$ cat src/common/asc_pkg.sv
// package for the asynchronous static ram host controller
// assumes a 100 MHz clock and one 16-bit static ram on the pins
//
// Functional notes
// [RQ1] read: strobe high, output enable low, selects active, a byte lane on
// [RQ2] low select low, high select high, byte lanes low mean active
// [RQ3] write happens while strobe, both selects and a byte lane are active
// [RQ4] selects active with or after strobe fall keep device data pins undriven
// [RQ5] host must not drive data while the device may still drive the pins
// [RQ6] lower lane enable maps data 0-7, upper maps 8-15, both active low
// [RQ7] device leaves unselected lanes and idle states undriven
package asc_pkg;

  // -------------------------------------------------------------------------
  // bus geometry
  // -------------------------------------------------------------------------
  localparam int ADDR_W = 18;
  localparam int DATA_W = 16;
  localparam int LANE_W = 8;
  localparam int NLANES = 2;

  // -------------------------------------------------------------------------
  // timing figures in ns and derived cycle counts
  // -------------------------------------------------------------------------
  localparam int CLK_PERIOD_NS = 10;
  localparam int T_RC_NS       = 70;  // read cycle, least
  localparam int T_WC_NS       = 70;  // write cycle, least
  localparam int T_WP_NS       = 50;  // write pulse, least
  localparam int T_DW_NS       = 30;  // data overlap before strobe rise
  localparam int T_OHZ_NS      = 30;  // output off after output disable, most
  localparam int T_WR_NS       = 0;   // write recovery, least
  localparam int RD_CYC  = (T_RC_NS + CLK_PERIOD_NS - 1) / CLK_PERIOD_NS;
  localparam int WP_CYC  = (T_WP_NS + CLK_PERIOD_NS - 1) / CLK_PERIOD_NS;
  localparam int DW_CYC  = (T_DW_NS + CLK_PERIOD_NS - 1) / CLK_PERIOD_NS;
  localparam int HZ_CYC  = (T_OHZ_NS + CLK_PERIOD_NS - 1) / CLK_PERIOD_NS;
  localparam int WR_CYC  = (T_WR_NS + CLK_PERIOD_NS - 1) / CLK_PERIOD_NS < 1
                           ? 1
                           : (T_WR_NS + CLK_PERIOD_NS - 1) / CLK_PERIOD_NS;
  localparam int CNT_W   = 4;

  // -------------------------------------------------------------------------
  // reset values of pins
  // -------------------------------------------------------------------------
  localparam logic        SEL_N_IDLE  = 1'b1;
  localparam logic        SEL_H_IDLE  = 1'b0;
  localparam logic        STRB_N_IDLE = 1'b1;
  localparam logic        OE_N_IDLE   = 1'b1;
  localparam logic [1:0]  LANE_N_IDLE = 2'h3;

  typedef enum logic [2:0] {
    ASC_IDLE,
    ASC_RD,
    ASC_RD_OFF,
    ASC_WR_SET,
    ASC_WR_PULSE,
    ASC_WR_REC
  } asc_state_t;

endpackage : asc_pkg

$ cat src/hw/asc_host.sv
// host controller driving an asynchronous 16-bit static ram
// assumes the ram pins are wired straight, tristate resolved outside
`timescale 1ns/1ps
module asc_host
  import asc_pkg::*;
(
  input  wire logic              clk_i,
  input  wire logic              rst_i,
  // user side
  input  wire logic              req_i,
  input  wire logic              we_i,
  input  wire logic [ADDR_W-1:0] addr_i,
  input  wire logic [DATA_W-1:0] wdata_i,
  input  wire logic [NLANES-1:0] lane_en_i,
  output logic                   ready_o,
  output logic                   rvalid_o,
  output logic      [DATA_W-1:0] rdata_o,
  // ram pins
  output logic      [ADDR_W-1:0] sram_addr_o,
  output logic                   sram_select_active_low_o,
  output logic                   sram_select_active_high_o,
  output logic                   sram_write_strobe_n_o,
  output logic                   sram_output_enable_n_o,
  output logic                   lower_byte_lane_enable_n_o,
  output logic                   upper_byte_lane_enable_n_o,
  input  wire logic [DATA_W-1:0] sram_data_i,
  output logic      [DATA_W-1:0] sram_data_o,
  output logic      [DATA_W-1:0] sram_data_oe_o
);

  asc_state_t        state_r;
  logic [CNT_W-1:0]  cnt_r;
  logic [ADDR_W-1:0] addr_r;
  logic [DATA_W-1:0] wdata_r;
  logic [NLANES-1:0] lane_r;
  logic              sel_n_r;
  logic              sel_h_r;
  logic              strb_n_r;
  logic              oe_n_r;
  logic [NLANES-1:0] lane_n_r;
  logic [DATA_W-1:0] doe_r;
  logic              ready_r;
  logic              rvalid_r;
  logic [DATA_W-1:0] rdata_r;
  logic [DATA_W-1:0] din_sync;
  logic [DATA_W-1:0] lane_mask;

  // -------------------------------------------------------------------------
  // synchronised read data
  // -------------------------------------------------------------------------
  asc_sync #(
    .W (DATA_W)
  ) u_sync (
    .clk_i (clk_i),
    .rst_i (rst_i),
    .d_i   (sram_data_i),
    .q_o   (din_sync)
  );

  // lane mask: low lane bits 0-7, high lane bits 8-15
  assign lane_mask = {{LANE_W{lane_r[1]}}, {LANE_W{lane_r[0]}}}; // [RQ6]

  // -------------------------------------------------------------------------
  // sequencer
  // -------------------------------------------------------------------------
  always_ff @(posedge clk_i) begin
    if (rst_i) begin
      state_r <= ASC_IDLE;
      cnt_r   <= '0;
      addr_r  <= '0;
      wdata_r <= '0;
      lane_r  <= '0;
    end else begin
      case (state_r)
        ASC_IDLE: begin
          if (req_i && lane_en_i != '0) begin
            addr_r  <= addr_i;
            wdata_r <= wdata_i;
            lane_r  <= lane_en_i;
            // read needs slot for sampling across the synchroniser
            cnt_r   <= we_i ? CNT_W'(1) : CNT_W'(RD_CYC + 3);
            state_r <= we_i ? ASC_WR_SET : ASC_RD;
          end
        end
        ASC_RD: begin
          cnt_r <= cnt_r - 1'b1;
          if (cnt_r == CNT_W'(1)) begin
            cnt_r   <= CNT_W'(HZ_CYC);
            state_r <= ASC_RD_OFF;
          end
        end
        ASC_RD_OFF: begin
          // wait for the ram to release the pins before anything else
          cnt_r <= cnt_r - 1'b1;
          if (cnt_r == CNT_W'(1)) begin
            state_r <= ASC_IDLE; // [RQ5]
          end
        end
        ASC_WR_SET: begin
          cnt_r <= cnt_r - 1'b1;
          if (cnt_r == CNT_W'(1)) begin
            cnt_r   <= CNT_W'(WP_CYC);
            state_r <= ASC_WR_PULSE;
          end
        end
        ASC_WR_PULSE: begin
          cnt_r <= cnt_r - 1'b1;
          if (cnt_r == CNT_W'(1)) begin
            cnt_r   <= CNT_W'(WR_CYC + 1);
            state_r <= ASC_WR_REC;
          end
        end
        ASC_WR_REC: begin
          cnt_r <= cnt_r - 1'b1;
          if (cnt_r == CNT_W'(1)) begin
            state_r <= ASC_IDLE;
          end
        end
        default: begin
          state_r <= ASC_IDLE;
        end
      endcase
    end
  end

  // -------------------------------------------------------------------------
  // control strobes, registered from the state, the count and the request
  // -------------------------------------------------------------------------
  always_ff @(posedge clk_i) begin
    if (rst_i) begin
      sel_n_r  <= SEL_N_IDLE;
      sel_h_r  <= SEL_H_IDLE;
      strb_n_r <= STRB_N_IDLE;
      oe_n_r   <= OE_N_IDLE;
      lane_n_r <= LANE_N_IDLE;
    end else begin
      case (state_r)
        ASC_IDLE: begin
          // idle is standby: selects and lanes inactive
          sel_n_r  <= SEL_N_IDLE; // [RQ2]
          sel_h_r  <= SEL_H_IDLE; // [RQ2]
          strb_n_r <= STRB_N_IDLE;
          oe_n_r   <= OE_N_IDLE;
          lane_n_r <= LANE_N_IDLE;
          if (req_i && lane_en_i != '0) begin
            sel_n_r  <= 1'b0;
            sel_h_r  <= 1'b1;
            lane_n_r <= ~lane_en_i; // [RQ6]
            // read: strobe stays high, output enable low
            oe_n_r   <= we_i; // [RQ1]
          end
        end
        ASC_RD: begin
          if (cnt_r == CNT_W'(1)) begin
            sel_n_r  <= SEL_N_IDLE;
            sel_h_r  <= SEL_H_IDLE;
            oe_n_r   <= OE_N_IDLE;
            lane_n_r <= LANE_N_IDLE;
          end
        end
        ASC_WR_SET: begin
          // selects went active a cycle before strobe fall, output enable
          // held high so the ram never turns its drivers on
          if (cnt_r == CNT_W'(1)) begin
            strb_n_r <= 1'b0; // [RQ3] [RQ4]
          end
        end
        ASC_WR_PULSE: begin
          if (cnt_r == CNT_W'(1)) begin
            strb_n_r <= STRB_N_IDLE; // [RQ3]
          end
        end
        ASC_WR_REC: begin
          if (cnt_r == CNT_W'(1)) begin
            sel_n_r  <= SEL_N_IDLE;
            sel_h_r  <= SEL_H_IDLE;
            lane_n_r <= LANE_N_IDLE;
          end
        end
        default: begin
          sel_n_r  <= SEL_N_IDLE;
          sel_h_r  <= SEL_H_IDLE;
          strb_n_r <= STRB_N_IDLE;
          oe_n_r   <= OE_N_IDLE;
          lane_n_r <= LANE_N_IDLE;
        end
      endcase
    end
  end

  // -------------------------------------------------------------------------
  // host data drive: only during a write, only on enabled lanes
  // -------------------------------------------------------------------------
  // data stays on one cycle past the strobe rise, so the ram never latches
  // a bus that is being released in the same instant
  always_ff @(posedge clk_i) begin
    if (rst_i) begin
      doe_r <= '0;
    end else if (state_r == ASC_WR_SET || state_r == ASC_WR_PULSE) begin
      doe_r <= lane_mask; // [RQ5]
    end else begin
      doe_r <= '0;
    end
  end

  // -------------------------------------------------------------------------
  // user handshake and read capture
  // -------------------------------------------------------------------------
  always_ff @(posedge clk_i) begin
    if (rst_i) begin
      ready_r  <= 1'b0;
      rvalid_r <= 1'b0;
      rdata_r  <= '0;
    end else begin
      ready_r  <= (state_r == ASC_IDLE) && !req_i;
      rvalid_r <= 1'b0;
      if (state_r == ASC_RD && cnt_r == CNT_W'(1)) begin
        rvalid_r <= 1'b1;
        rdata_r  <= din_sync & lane_mask; // [RQ7]
      end
    end
  end

  assign ready_o                    = ready_r;
  assign rvalid_o                   = rvalid_r;
  assign rdata_o                    = rdata_r;
  assign sram_addr_o                = addr_r;
  assign sram_select_active_low_o   = sel_n_r;
  assign sram_select_active_high_o  = sel_h_r;
  assign sram_write_strobe_n_o      = strb_n_r;
  assign sram_output_enable_n_o     = oe_n_r;
  assign lower_byte_lane_enable_n_o = lane_n_r[0];
  assign upper_byte_lane_enable_n_o = lane_n_r[1];
  assign sram_data_o                = wdata_r;
  assign sram_data_oe_o             = doe_r;

endmodule : asc_host

$ cat src/hw/asc_sync.sv
// three-stage synchroniser for the data pins coming back from the ram
// assumes the ram drives asynchronously to clk_i
`timescale 1ns/1ps
module asc_sync
  import asc_pkg::*;
#(
  parameter int W = 16
) (
  input  wire logic         clk_i,
  input  wire logic         rst_i,
  input  wire logic [W-1:0] d_i,
  output logic      [W-1:0] q_o
);

  logic [W-1:0] s1_r;
  logic [W-1:0] s2_r;
  logic [W-1:0] s3_r;
  logic [W-1:0] q_r;

  // -------------------------------------------------------------------------
  // per bit: change is taken when second and third stage agree
  // -------------------------------------------------------------------------
  for (genvar i = 0; i < W; i++) begin : g_bit
    always_ff @(posedge clk_i) begin
      if (rst_i) begin
        s1_r[i] <= 1'b0;
        s2_r[i] <= 1'b0;
        s3_r[i] <= 1'b0;
        q_r[i]  <= 1'b0;
      end else begin
        s1_r[i] <= d_i[i];
        s2_r[i] <= s1_r[i];
        s3_r[i] <= s2_r[i];
        if (s2_r[i] == s3_r[i]) begin
          q_r[i] <= s3_r[i];
        end
      end
    end
  end

  assign q_o = q_r;

endmodule : asc_sync

$ cat config.mk
export PLATFORM = sky130hd
export DESIGN_NAME = asc_host
export DESIGN_NICKNAME = d
export VERILOG_FILES = /design/src/common/asc_pkg.sv /design/src/hw/asc_host.sv /design/src/hw/asc_sync.sv
export SDC_FILE = /design/constraint.sdc
export NUM_CORES = 1
export LEC_CHECK = 0
export BUFFER_PORTS_ARGS = -buffer_cell sky130_fd_sc_hd__clkbuf_2
export CAP_MARGIN = 0
export CORE_UTILIZATION = 30
export CTS_CLUSTER_SIZE = 10
export DETAILED_ROUTE_END_ITERATION = 8
export GPL_TIMING_DRIVEN = 0
export SLEW_MARGIN = 40
export SYNTH_ARGS = -nofsm -noshare
export SYNTH_HDL_FRONTEND = slang
export SYNTH_HIERARCHICAL = 1
export SYNTH_SLANG_ARGS = --single-unit
$ cat constraint.sdc
create_clock -name clk_i -period 1.7 [get_ports clk_i]
set_input_delay 0.34 -clock clk_i [delete_from_list [all_inputs] [get_ports clk_i]]
set_output_delay 0.34 -clock clk_i [all_outputs]
set_load 0.01 [all_outputs]
==> metrics.log <==
[metrics] xor and xnor fraction of the mapped netlist area: 0%
[metrics] later-pin clock latency in the skew report: 0.42 ns
[metrics] routability cong.: 0.833
[metrics] detailed placer's ending HPWL: 7710 microns
[metrics] leakage power: 2.70 nW
[metrics] prevailing post-synth register cell: sky130_fd_sc_hd__dfxtp_1
[metrics] count of inserted antenna diode cells: 0
[metrics] area share of fa/ha/maj cells after synthesis: 0.759%
[metrics] Nets: 695
[metrics] hold-critical path depth: 2
[metrics] CP startpoint: cnt_r[1]$_SDFFE_PP0P_
[metrics] top cell types by occurrence after synthesis: sky130_fd_sc_hd__dfxtp_1 (133), sky130_fd_sc_hd__nand2_1 (96), sky130_fd_sc_hd__a21oi_1 (46)
[metrics] clock sink count: 133
[metrics] worst setup slack for register-to-register paths: 0.01 ns
[metrics] cell area power density: 1240 mW/mm^2
[metrics] initial antenna violation count: 0
[metrics] Port Buf Inserts: 129
[metrics] number of cells on the worst reg-to-reg path: 6
[metrics] result of the run: complete, no violations
[metrics] area fraction in compound gates after synthesis: 16.2%
[metrics] number of non-filler instances in the completed layout: 861
[metrics] Req. time, crit path: 1.98 ns
[metrics] detailed-route vias per instance: 4.41
[metrics] max cap viols: 0
[metrics] number of top-level design ports: 130
[metrics] fraction of layout instances using a drive strength above 1: 43.1%
[metrics] Hold Fails Final Rpt: 0
[metrics] worst slew margin relative to its limit: 58.6%
[metrics] area growth from synthesis to layout: 35.0%
[metrics] maximum number of pins on one net before global-route repair: 17
[metrics] WP data arrival: 1.97 ns
[metrics] Min Clock Period, post-route: 1.69 ns
[metrics] critical path class: flop to flop
[metrics] number of pins with negative max-slew slack in the final report: 0
[metrics] routed length on met2: 5450 microns
[metrics] type of element launching the critical path: flop
[metrics] number of storage elements in the synthesis netlist: 133
[metrics] sequential element share of the synthesized area: 55.7%
[metrics] basic-gate share of the synthesized area counting and, or, nand and nor cells: 20.4%
[metrics] Remaining Overflow, GRT: 0
[metrics] met3 routed wirelength: 670 microns
[metrics] TritonCTS clock tree: yes
[metrics] CTS Buf Count: 17
[metrics] portion of netlist area occupied by mux cells: 0.209%
[metrics] via count of the first global-routing pass: 3,649
[metrics] Clk Tree Root Cell: sky130_fd_sc_hd__clkbuf_16
[metrics] largest fanout of any net on the critical path: 4
[metrics] First DRT Iteration DRCs: 156
[metrics] area inside the core boundary: 0.0154 sq mm
[metrics] clock transition at the register clock pins on the worst setup and hold paths after CTS: 0.06 ns
[metrics] effective utilization at floorplan: 31.1%
[metrics] post-detailed-placement cell area: 0.00570 sq mm
[metrics] Post-synth ARST share: 0%
[metrics] first-pass GRT wire length: 17,700 microns
[metrics] max layer used: met4
[metrics] H-Tree Depth: 4
[metrics] number of synthesized flops with an enable pin: 0
[metrics] capturing element of the worst setup path: cnt_r[3]$_SDFFE_PP0P_
[metrics] Total Die Area: 0.0164 sq mm
[metrics] global routing usage summed across all routing layers: 14.1%
[metrics] class of the worst hold path: input pin to flop
[metrics] most numerous cell in the Yosys netlist: sky130_fd_sc_hd__dfxtp_1
[metrics] Routed met1 length: 4670 microns
[metrics] warning count from the yosys run: 6
[metrics] Final Core Density: 42.0%
[metrics] number of rows created at floorplan: 45
[metrics] Die H: 128 microns
[metrics] proportion of netlist area held by the largest area contributor: 55.7%
[metrics] Post-Syn Instances: 483
[metrics] Final setup viols: 0
[metrics] CP endpoint kind: flop
[metrics] fraction of the cycle the final worst path needs: 99.2%
[metrics] largest area contributor in the synthesized netlist: sky130_fd_sc_hd__dfxtp_1
[metrics] die width: 128 microns
[metrics] total chip power: 8.00 mW
[metrics] First-pass DRT Iterations: 4
[metrics] slew at the pin closest to its max-slew limit: 0.615 ns
[metrics] setup skew after layout: 0.00587 ns
[metrics] residual antenna-violating net count after detailed routing: 0
[metrics] Post-Route WL: 11,000 microns
[metrics] mean post-synth cell area: 9.90 sq um
[metrics] summed instance area of the synthesized netlist: 0.00478 sq mm
[metrics] Distinct cells, synth: 45
[metrics] number of placed cells counting well taps: 823
[metrics] unrepaired setup endpoints after global routing: true
[metrics] detailed-route wire length per cell: 12.7 microns
[metrics] reg2reg end: cnt_r[3]$_SDFFE_PP0P_
[metrics] number of hold buffers added after CTS: 0
[metrics] ranking of synthesized cells by area: sky130_fd_sc_hd__dfxtp_1 (56%), sky130_fd_sc_hd__nor2b_2 (8.1%), sky130_fd_sc_hd__nand2_1 (7.5%), sky130_fd_sc_hd__a21oi_1 (4.8%), sky130_fd_sc_hd__a21oi_2 (2.9%)
[metrics] IR Drop Worst-Case VDD: 674 uV
[metrics] number of design rule violations left after detail routing: 0
[metrics] total number of vias: 3,793
[metrics] Fmax achieved: 593 MHz
[metrics] final design instance area without fill: 0.00645 sq mm
[metrics] Net Count, Synth: 541
[metrics] start of the worst register-to-register path: cnt_r[1]$_SDFFE_PP0P_
[metrics] clk buf depth: 2
[metrics] combinational family with the most area after synthesis: simple AND/OR/NAND/NOR gates
==> metal layers <==
layer  vias to the layer above  GRT usage (%)
met3                        14           5.55
met5                         -              0
met4                         0           5.47
li1                       1915              -
met2                        96           23.6
met1                      1768           16.2
==> metrics by stage <==
stage	TNS (ns)	hold WS (ns)	setup WS (ns)
detailed placement	-6.08	0.423	-0.436
finish	0	0.126	0.0140
CTS	-0.00603	0.109	-0.00315
floorplan	0	0.414	0.00125
global route	-0.214	0.119	-0.0316
global placement	-5.51	0.416	-0.404
==> worst min path at each step <==
| stage | startpoint | to | slack, ns |
|---|---|---|---|
| after CTS | sram_data_i[5] | u_sync/s1_r[5]$_SDFF_PP0_ | 0.11 |
| after detailed placement | u_sync/s1_r[13]$_SDFF_PP0_ | u_sync/s2_r[13]$_SDFF_PP0_ | 0.42 |
| after global placement | u_sync/s1_r[12]$_SDFF_PP0_ | u_sync/s2_r[12]$_SDFF_PP0_ | 0.42 |
| after floorplan | u_sync/s1_r[15]$_SDFF_PP0_ | u_sync/s2_r[15]$_SDFF_PP0_ | 0.41 |
| after global routing | sram_data_i[2] | u_sync/s1_r[2]$_SDFF_PP0_ | 0.12 |
| final | sram_data_i[5] | u_sync/s1_r[5]$_SDFF_PP0_ | 0.13 |
==> cell type report <==
class / instances / area, sq um
fill: 1531 / 8920
sequential: 133 / 2680
multi-input combinational: 302 / 1840
timing repair buffer: 138 / 726
clock buffer: 21 / 470
buffer: 38 / 300
tap: 211 / 264
clock inverter: 11 / 149
inverter: 7 / 26.3
==> state kept, by name, indices dropped and copies added, names as in the netlist <==
| name | flops |
|---|---|
| sram_addr_o | 18 |
| ready_o | 1 |
| sram_data_o | 16 |
| state_r | 3 |
| lane_r | 2 |
| sram_output_enable_n_o | 1 |
| sram_write_strobe_n_o | 1 |
| u_sync/s2_r | 16 |
| sram_select_active_high_o | 1 |
| sram_data_oe_o | 2 |
| lane_n_r | 2 |
| sram_select_active_low_o | 1 |
| cnt_r | 4 |
| u_sync/s1_r | 16 |
| u_sync/q_o | 16 |
| u_sync/s3_r | 16 |
| rdata_o | 16 |
| rvalid_o | 1 |
==> kinds of logic after synthesis <==
group,after synthesis
AOI/OAI and AO/OA,121
buffers and inverters,48
muxes,1
DFF,133
and+or+nand+nor,177
adders and majority gates,3
==> cells in the final DEF, fill, tap and decap left out, types with 3 or more instances in the layout <==
cell	instances
sky130_fd_sc_hd__a21o_1	3
sky130_fd_sc_hd__clkbuf_16	17
sky130_fd_sc_hd__buf_6	10
sky130_fd_sc_hd__dfxtp_1	128
sky130_fd_sc_hd__a22o_1	16
sky130_fd_sc_hd__buf_2	3
sky130_fd_sc_hd__a21oi_1	45
sky130_fd_sc_hd__nor2b_2	44
sky130_fd_sc_hd__a21oi_2	16
sky130_fd_sc_hd__or3_1	3
sky130_fd_sc_hd__nor3_1	5
sky130_fd_sc_hd__clkinvlp_4	3
sky130_fd_sc_hd__clkbuf_8	3
sky130_fd_sc_hd__nand2_1	95
sky130_fd_sc_hd__inv_1	6
sky130_fd_sc_hd__o21ai_0	24
sky130_fd_sc_hd__nor2b_1	7
sky130_fd_sc_hd__nor2_1	6
sky130_fd_sc_hd__dfxtp_4	3
sky130_fd_sc_hd__bufinv_16	3
sky130_fd_sc_hd__buf_4	24
sky130_fd_sc_hd__clkbuf_1	7
sky130_fd_sc_hd__clkbuf_2	129
==> report_power, final <==
| part | leakage [nW] | internal (mW) | switching (mW) |
|---|---|---|---|
| combinational | 1.32 | 0.401 | 0.456 |
| sequential | 1.09 | 3.27 | 0.0958 |
| clock | 0.296 | 2.42 | 1.35 |
| total | 2.70 | 6.10 | 1.90 |
==> critical path, cell delays in order (launching register included) <==
cell	delay [ns]
sky130_fd_sc_hd__dfxtp_2	0.33
sky130_fd_sc_hd__inv_2	0.07
sky130_fd_sc_hd__ha_4	0.14
sky130_fd_sc_hd__or3b_4	0.39
sky130_fd_sc_hd__maj3_2	0.36
sky130_fd_sc_hd__a22oi_2	0.17
sky130_fd_sc_hd__a211oi_1	0.09
==> timing repair <==
| item | in CTS | in global routing |
|---|---|---|
| setup endpoints to repair | 29 | 47 |
| buffers inserted | 3 | 6 |
| resized for setup | 13 | 14 |
| pin swaps | 4 | 4 |
Note: power is estimated with default switching activity, not from simulation.
